===== src/rtl/ebt_pkg.sv =====
// Purpose: constants for the external bus cycle timing sequencer
// Assumes: 32-bit classic wishbone register access
// Notes: offsets are byte addresses of aligned words
package ebt_pkg;
	// ---------------------------------------------------------------
	// register map
	// ---------------------------------------------------------------
	localparam logic [7:0] EBT_CFG_BASE = 8'h00;
	localparam logic [7:0] EBT_CTRL_OFF = 8'h10;
	localparam logic [7:0] EBT_STAT_OFF = 8'h14;
	localparam int EBT_NUM_CS = 4;
	// ---------------------------------------------------------------
	// chip_select_timing_config fields
	// ---------------------------------------------------------------
	localparam int EBT_F_AB_LSB = 0;
	localparam int EBT_F_AB_W = 1;
	localparam int EBT_F_WIN_LSB = 1;
	localparam int EBT_F_WIN_W = 2;
	localparam int EBT_F_C_LSB = 3;
	localparam int EBT_F_C_W = 2;
	localparam int EBT_F_D_LSB = 5;
	localparam int EBT_F_E_LSB = 6;
	localparam int EBT_F_E_W = 5;
	localparam int EBT_F_RDY_LSB = 11;
	localparam int EBT_F_F_LSB = 12;
	localparam int EBT_F_F_W = 2;
	localparam int EBT_CFG_W = 14;
	localparam logic [13:0] EBT_CFG_RST = 14'h0000;
	// ---------------------------------------------------------------
	// control fields (write 1 to start a cycle)
	// ---------------------------------------------------------------
	localparam int EBT_C_START = 0;
	localparam int EBT_C_CS_LSB = 1;
	localparam int EBT_CS_W = 2;
	// ---------------------------------------------------------------
	// phase encoding
	// ---------------------------------------------------------------
	typedef enum logic [2:0] {
		EBT_IDLE = 3'b000,
		EBT_AB = 3'b001,
		EBT_C = 3'b010,
		EBT_D = 3'b011,
		EBT_E = 3'b100,
		EBT_F = 3'b101
	} ebt_phase_t;
endpackage : ebt_pkg


===== src/rtl/ebt_wb_if.sv =====
// Purpose: wishbone slave signal bundle between the top and its decoder
// Assumes: single clock domain
// Notes: none
`timescale 1ns/1ps
interface ebt_wb_if;
	logic we;
	logic [7:0] adr;
	logic [31:0] wdat;
	logic wr_stb;
	logic [31:0] rdat;
	modport top (output we, output adr, output wdat, output wr_stb,
		input rdat);
	modport regs (input we, input adr, input wdat, input wr_stb,
		output rdat);
endinterface : ebt_wb_if


===== src/rtl/ebt_cfg_regs.sv =====
// Purpose: per-chip-select timing configuration storage
// Assumes: writes arrive as one-cycle strobes from the bus slave
// Notes: full word writes only, sel is checked by the top
`timescale 1ns/1ps
module ebt_cfg_regs
	import ebt_pkg::*;
#(
	parameter int NUM_CS = EBT_NUM_CS
) (
	// clock and reset
	input wire logic clk_i,
	input wire logic rst_i,
	// register access
	ebt_wb_if.regs bus,
	// selected configuration
	input wire logic [EBT_CS_W-1:0] sel_cs_i,
	output logic [EBT_CFG_W-1:0] cfg_o
);
	logic [EBT_CFG_W-1:0] cfg_q [NUM_CS];
	logic [EBT_CFG_W-1:0] cfg_d [NUM_CS];
	// ---------------------------------------------------------------
	// storage, one word per chip select
	// ---------------------------------------------------------------
	always_comb begin
		for (int i = 0; i < NUM_CS; i++) begin
			cfg_d[i] = cfg_q[i];
			if (bus.wr_stb && bus.we
				&& bus.adr == EBT_CFG_BASE + 8'(4*i)) begin
				cfg_d[i] = bus.wdat[EBT_CFG_W-1:0];
			end
		end
	end
	always_ff @(posedge clk_i) begin
		for (int i = 0; i < NUM_CS; i++) begin
			if (rst_i) begin
				cfg_q[i] <= EBT_CFG_RST;
			end else begin
				cfg_q[i] <= cfg_d[i];
			end
		end
	end
	always_comb begin
		bus.rdat = 32'h0000_0000;
		for (int i = 0; i < NUM_CS; i++) begin
			if (bus.adr == EBT_CFG_BASE + 8'(4*i)) begin
				bus.rdat = {18'h0, cfg_q[i]};
			end
		end
	end
	assign cfg_o = cfg_q[sel_cs_i];
endmodule : ebt_cfg_regs


===== src/rtl/ebt_seq.sv =====
// Purpose: external bus cycle phase sequencer with wishbone registers
// Assumes: one system clock; ready input synchronous to it
// Notes: a cycle is started by software through the control register
`timescale 1ns/1ps
module ebt_seq
	import ebt_pkg::*;
(
	// clock and reset
	input wire logic clk_i,
	input wire logic rst_i,
	// wishbone slave
	input wire logic cyc_i,
	input wire logic stb_i,
	input wire logic we_i,
	input wire logic [7:0] adr_i,
	input wire logic [3:0] sel_i,
	input wire logic [31:0] dat_i,
	output logic [31:0] dat_o,
	output logic ack_o,
	// external bus
	input wire logic ready_i,
	output logic [2:0] phase_o,
	output logic [EBT_CS_W-1:0] cs_o,
	output logic busy_o
);
	ebt_wb_if wb ();
	logic ack_q, ack_d;
	logic [31:0] dat_q, dat_d;
	logic [EBT_CFG_W-1:0] cfg;
	ebt_phase_t ph_q, ph_d;
	logic [5:0] cnt_q, cnt_d;
	logic [EBT_CS_W-1:0] cs_q, cs_d, last_cs_q, last_cs_d;
	logic [EBT_CFG_W-1:0] cur_q, cur_d;
	logic start;
	// busy is registered so the output comes straight from a flip-flop
	logic busy_q, busy_d;
	logic [5:0] ab_len, c_len, d_len, e_len, f_len;
	// ---------------------------------------------------------------
	// wishbone slave: ack one cycle after the request, then drop
	// ---------------------------------------------------------------
	assign wb.we = we_i;
	assign wb.adr = adr_i;
	assign wb.wdat = dat_i;
	assign wb.wr_stb = cyc_i && stb_i && we_i && !ack_q && sel_i == 4'hF;
	assign start = wb.wr_stb && adr_i == EBT_CTRL_OFF
		&& dat_i[EBT_C_START] && ph_q == EBT_IDLE;
	ebt_cfg_regs #(.NUM_CS(EBT_NUM_CS)) u_cfg (
		.clk_i(clk_i),
		.rst_i(rst_i),
		.bus(wb),
		.sel_cs_i(ph_q == EBT_IDLE ? dat_i[EBT_C_CS_LSB +: EBT_CS_W] : cs_q),
		.cfg_o(cfg)
	);
	always_comb begin
		ack_d = cyc_i && stb_i && !ack_q;
		dat_d = dat_q;
		if (cyc_i && stb_i && !ack_q) begin
			if (adr_i == EBT_STAT_OFF) begin
				dat_d = {26'h0, last_cs_q, busy_q, ph_q};
			end else if (adr_i == EBT_CTRL_OFF) begin
				dat_d = {29'h0, cs_q, 1'b0};
			end else begin
				dat_d = wb.rdat;
			end
		end
	end
	always_ff @(posedge clk_i) begin
		if (rst_i) begin
			ack_q <= 1'b0;
			dat_q <= 32'h0000_0000;
		end else begin
			ack_q <= ack_d;
			dat_q <= dat_d;
		end
	end
	assign ack_o = ack_q;
	assign dat_o = dat_q;
	// ---------------------------------------------------------------
	// phase lengths from the latched configuration
	// ---------------------------------------------------------------
	always_comb begin
		ab_len = 6'(cur_q[EBT_F_AB_LSB +: EBT_F_AB_W]) + 6'h01;
		if (cs_q != last_cs_q) begin
			ab_len = ab_len + 6'(cur_q[EBT_F_WIN_LSB +: EBT_F_WIN_W]);
		end
		c_len = 6'(cur_q[EBT_F_C_LSB +: EBT_F_C_W]);
		d_len = 6'(cur_q[EBT_F_D_LSB]);
		e_len = 6'(cur_q[EBT_F_E_LSB +: EBT_F_E_W]) + 6'h01;
		f_len = 6'(cur_q[EBT_F_F_LSB +: EBT_F_F_W]);
	end
	// ---------------------------------------------------------------
	// sequencer: counts whole clocks per phase
	// ---------------------------------------------------------------
	// the window adder compares against the previous cycle's select;
	// the first cycle after reset counts as a window change only if
	// it does not target select zero
	always_comb begin
		ph_d = ph_q;
		cnt_d = cnt_q + 6'h01;
		cs_d = cs_q;
		cur_d = cur_q;
		last_cs_d = last_cs_q;
		unique case (ph_q)
			EBT_IDLE: begin
				cnt_d = 6'h00;
				if (start) begin
					cs_d = dat_i[EBT_C_CS_LSB +: EBT_CS_W];
					cur_d = cfg;
					ph_d = EBT_AB;
					cnt_d = 6'h01;
				end
			end
			EBT_AB: begin
				if (cnt_q >= ab_len) begin
					cnt_d = 6'h01;
					if (c_len != 6'h00) ph_d = EBT_C;
					else if (d_len != 6'h00) ph_d = EBT_D;
					else ph_d = EBT_E;
				end
			end
			EBT_C: begin
				if (cnt_q >= c_len) begin
					cnt_d = 6'h01;
					ph_d = (d_len != 6'h00) ? EBT_D : EBT_E;
				end
			end
			EBT_D: begin
				cnt_d = 6'h01;
				ph_d = EBT_E;
			end
			EBT_E: begin
				if (cnt_q >= e_len) begin
					cnt_d = cnt_q;
					// stretched by the external module while ready is low and the config ready bit is set
					if (!cur_q[EBT_F_RDY_LSB] || ready_i) begin
						cnt_d = 6'h01;
						last_cs_d = cs_q;
						ph_d = (f_len != 6'h00) ? EBT_F : EBT_IDLE;
					end
				end
			end
			EBT_F: begin
				if (cnt_q >= f_len) begin
					cnt_d = 6'h00;
					ph_d = EBT_IDLE;
				end
			end
			default: begin
				ph_d = EBT_IDLE;
				cnt_d = 6'h00;
			end
		endcase
		busy_d = ph_d != EBT_IDLE;
	end
	always_ff @(posedge clk_i) begin
		if (rst_i) begin
			ph_q <= EBT_IDLE;
			cnt_q <= 6'h00;
			cs_q <= '0;
			last_cs_q <= '0;
			cur_q <= EBT_CFG_RST;
			busy_q <= 1'b0;
		end else begin
			ph_q <= ph_d;
			cnt_q <= cnt_d;
			cs_q <= cs_d;
			last_cs_q <= last_cs_d;
			cur_q <= cur_d;
			busy_q <= busy_d;
		end
	end
	assign phase_o = ph_q;
	assign cs_o = cs_q;
	assign busy_o = busy_q;
endmodule : ebt_seq


===== config.mk =====
export PLATFORM = sky130hd
export DESIGN_NAME = ebt_seq
export DESIGN_NICKNAME = d
export VERILOG_FILES = /design/src/rtl/ebt_pkg.sv /design/src/rtl/ebt_wb_if.sv /design/src/rtl/ebt_cfg_regs.sv /design/src/rtl/ebt_seq.sv
export SDC_FILE = /design/constraint.sdc
export NUM_CORES = 1
export LEC_CHECK = 0
export BUFFER_PORTS_ARGS = -buffer_cell sky130_fd_sc_hd__buf_4
export CAP_MARGIN = 20
export CORE_MARGIN = 2
export CORE_UTILIZATION = 45
export CTS_CLUSTER_DIAMETER = 40
export DETAILED_ROUTE_END_ITERATION = 16
export GPL_TIMING_DRIVEN = 0
export PLACE_DENSITY = 0.68
export SYNTH_ARGS = -nofsm -noshare
export SYNTH_HDL_FRONTEND = slang
export SYNTH_HIERARCHICAL = 1
export SYNTH_SLANG_ARGS = --single-unit

===== constraint.sdc =====
create_clock -name clk_i -period 2.75 [get_ports clk_i]
set_input_delay 0.275 -clock clk_i [delete_from_list [all_inputs] [get_ports clk_i]]
set_output_delay 0.275 -clock clk_i [all_outputs]
set_load 0.005 [all_outputs]

==> flow_summary_export.csv <==
group,metric,value,unit
final_layout,final_cells,955,
synth,synth.distinct_cells,62,
critical_path,worstPathArrival,2.98,ns
power,total_power,4.06,mW
final_layout,drive_gt1_share,25.4,%
synth,muxShareOfSynthArea,19.9,%
placed_design,routabilityCongestion,0.891,
sta,final-setup-viol-count,0,
flow_run,drv_cap,0,
final_layout,n_antenna_cell,0,
sta,final_hold_viol_count,0,
critical_path,startpoint_type,"flop",
sta,finalClockSkew,0.00468,ns
die,die_y,122,um
power,ir_worst_vdd,0.000395,V
critical_path,worstPathMaxFanout,4,
critical_path,endpoint_kind,"flop",
power,p_per_area,525,nW/um2
synth,synth_ff_type,"dfxtp_1",
die,start_util,45.8,%
global_route,grt_antenna_before_repair,0,
sta,maxSlewViolCount,0,
synth,synth_compound_area_share,8.44,%
clock_network,root_buffer,"clkbuf_16",
routing,wl_per_cell,17.5,um
clock_network,clk_path_buf_depth,2,
clock_network,clock_latency,0.42,ns
global_route,overflow,0,
die,row_count,43,
synth,yosysSeqAreaShare,37.2,%
final_layout,area_delta_synth_final,22.6,%
sta,relSlewSlack,29.3,%
synth,synthAdderAreaFrac,3.49,%
die,fp.dieW,122,um
clock_network,hold_buffers,0,
routing,drc,0,
clock_network,clkSinkCount,117,
die,ios,89,
clock_network,numCtsBuffers,17,
routing,vias,5248,
routing,totalWireLength,16700,um
placed_design,dp_hpwl,11900,um
global_route,grt_usage,23.3,%
sta,fin_hold_ws,0.147,ns
final_layout,design_area,7730,um2
synth,yosys_warnings,6,
routing,detail-route-antenna-nets,0,
routing,dr.pass1.iters,5,
die,dieArea,15000,um2
sta,period_needed,2.68,ns
final_layout,fillers,1224,
die,core-area,13800,um2
hold_path,hold_path.class,"primary input to flop",
routing,drt_iter0_markers,402,
synth,synthXorXnorAreaFrac,0.695,%
synth,synth_edf_count,0,
global_route,grt_pass1_wl,26400,um
clock_network,h-tree-depth,4,
clock_network,cts_tree,"done",
placed_design,io_buffers,69,
synth,synth_top_family_by_area,"simple AND/OR/NAND/NOR gates",
routing,viasPerCell,5.50,
final_layout,fin_nets,830,
global_route,grt_max_degree,17,
sta,worst_slew_pin_slew,1.05,ns
sta,finalCritPeriodShare,97.4,%
synth,netlist_area,6300,um2
critical_path,cp.required,3.06,ns
critical_path,critPathKind,"flop to flop",
sta,clock.fmax,0.374,GHz
global_route,grt_pass1_vias,5227,
synth,synth-simple-area-share,23.9,%
placed_design,placed_area,7110,um2
clock_network,path_clk_slew,0.05,ns
placed_design,dp_cells,924,
synth,synthArstFlopShare,0,%
synth,synth_cells,658,
synth,syn_area_per_cell,9.58,um2
power,leakagePower,3.23,nW
run_status,status,"finished, final reports clean",
synth,ys_ff_latch,117,
[flip-flops by register name, summed over array words and instances (netlist names)]
signal and cells:
cs_o 2, cur_q 14, ack_o 1, cnt_q 6, dat_o 32, last_cs_q 2
busy_o 1, u_cfg/cfg_q 56, phase_o 3
[cell usage after synthesis, types with 4 or more instances]
master      n  area share (%)
dfxtp_1   117              37
nand2_1    85             5.1
mux2i_1    60             9.5
nand2b_1   58             5.8
a21oi_1    51             4.0
nand3_1    37             2.9
clkbuf_1   28             1.7
mux4_2     28              10
buf_4      20             2.4
nor2_1     18             1.1
and3_1     17             1.7
or2b_2     17             2.4
ha_1       16             3.2
inv_1      11            0.66
o21ai_0     7            0.56
buf_2       6            0.48
nor2b_1     6            0.60
nor3_1      6            0.48
a311oi_1    4            0.56
or4_1       4            0.48
xnor2_1     4            0.56
[per-stage QoR]
step | utilization (%) | worst slack, ns | TNS (ns)
6_report | 56.1 | 0.0727 | 0
5_1_grt | 56.1 | -0.0105 | -0.0172
4_1_cts | 55.9 | 0.00184 | 0
3_5_place_dp | 51.6 | -0.123 | -0.383
3_3_place_gp | 51.6 | -0.0448 | -0.0448
2_1_floorplan | - | 0.211 | 0
[final timing paths]
kind,startpoint,endpoint,slack [ns],depth (start not counted)
min reg2reg,cur_q[11],cur_q[11],0.45,2
min,dat_i[1],cs_o[0],0.15,3
max,cur_q[0],cnt_q[2],0.07,13
max reg2reg,cur_q[0],cnt_q[2],0.07,13
[kinds of logic (layout without fill, tap and decap cells)]
group | after synthesis | after routing
muxes | 90 | 90
other | 1 | 18
and+or+nand+nor | 272 | 272
DFF | 117 | 117
xor gates and xnor gates | 5 | 5
AOI/OAI and AO/OA | 84 | 84
adders and majority gates | 17 | 17
buffers and inverters | 72 | 172
[power breakdown]
group | total (mW) | switching, mW | internal [mW]
sequential | 1.72 | 0.00899 | 1.71
combinational | 0.268 | 0.141 | 0.126
clock | 2.07 | 0.735 | 1.33
total | 4.06 | 0.886 | 3.17
[layout by cell type (no fill, tap or decap), types with 4 or more instances in the layout]
| cell type | count |
|---|---|
| nand2b_1 | 58 |
| a21oi_1 | 51 |
| o21ai_0 | 5 |
| clkbuf_8 | 6 |
| ha_1 | 14 |
| or4_1 | 4 |
| or2b_2 | 17 |
| nand3_1 | 37 |
| clkbuf_16 | 17 |
| nand2_1 | 85 |
| mux4_2 | 28 |
| buf_4 | 91 |
| buf_2 | 5 |
| nor3_1 | 6 |
| xnor2_1 | 4 |
| inv_1 | 10 |
| mux2i_1 | 60 |
| nor2b_1 | 6 |
| nor2_1 | 18 |
| clkbuf_1 | 34 |
| dfxtp_1 | 115 |
| and3_1 | 17 |
| a311oi_1 | 4 |
| conb_1 | 18 |
[layer usage]
| layer | routed length, um | track usage (%) | share of wire [%] |
|---|---|---|---|
| met4 | 456 | 11.3 | 2.7 |
| met3 | 847 | 5.25 | 5.1 |
| met5 | 0 | 0 | 0 |
| met1 | 7400 | 29.5 | 44 |
| met2 | 7980 | 37.6 | 48 |
[cell type report]
class / instances / area (um2) / share of cell area [%]
clock inverters: 3 / 42.5 / 0.551
flip-flops and latches: 117 / 2340 / 30.3
inverters: 11 / 41.3 / 0.534
well taps: 180 / 225 / 2.91
repair buffers: 70 / 526 / 6.80
multi-input cells: 486 / 3680 / 47.7
clock buffers: 28 / 507 / 6.56
plain buffers: 60 / 357 / 4.61
[critical path, cell delays in order, from the launching register on]
cell and delay [ns]:
dfxtp_2 0.35, inv_2 0.06, ha_1 0.19, inv_1 0.07, fa_1 0.42, nand2_1 0.09
o21ai_2 0.07, ha_2 0.32, o21ai_2 0.05, o21ai_2 0.22, o21bai_4 0.10, a221oi_4 0.26
nor4b_1 0.09, a211o_1 0.28
[what timing repair did]
action / 4_1_cts / 5_1_grt
endpoints found under the setup margin: 7 / 15
pin swaps: 4 / 4
resized for setup: 9 / 8
buffers inserted: 1 / 0
Power figures use the tool's default switching activity.
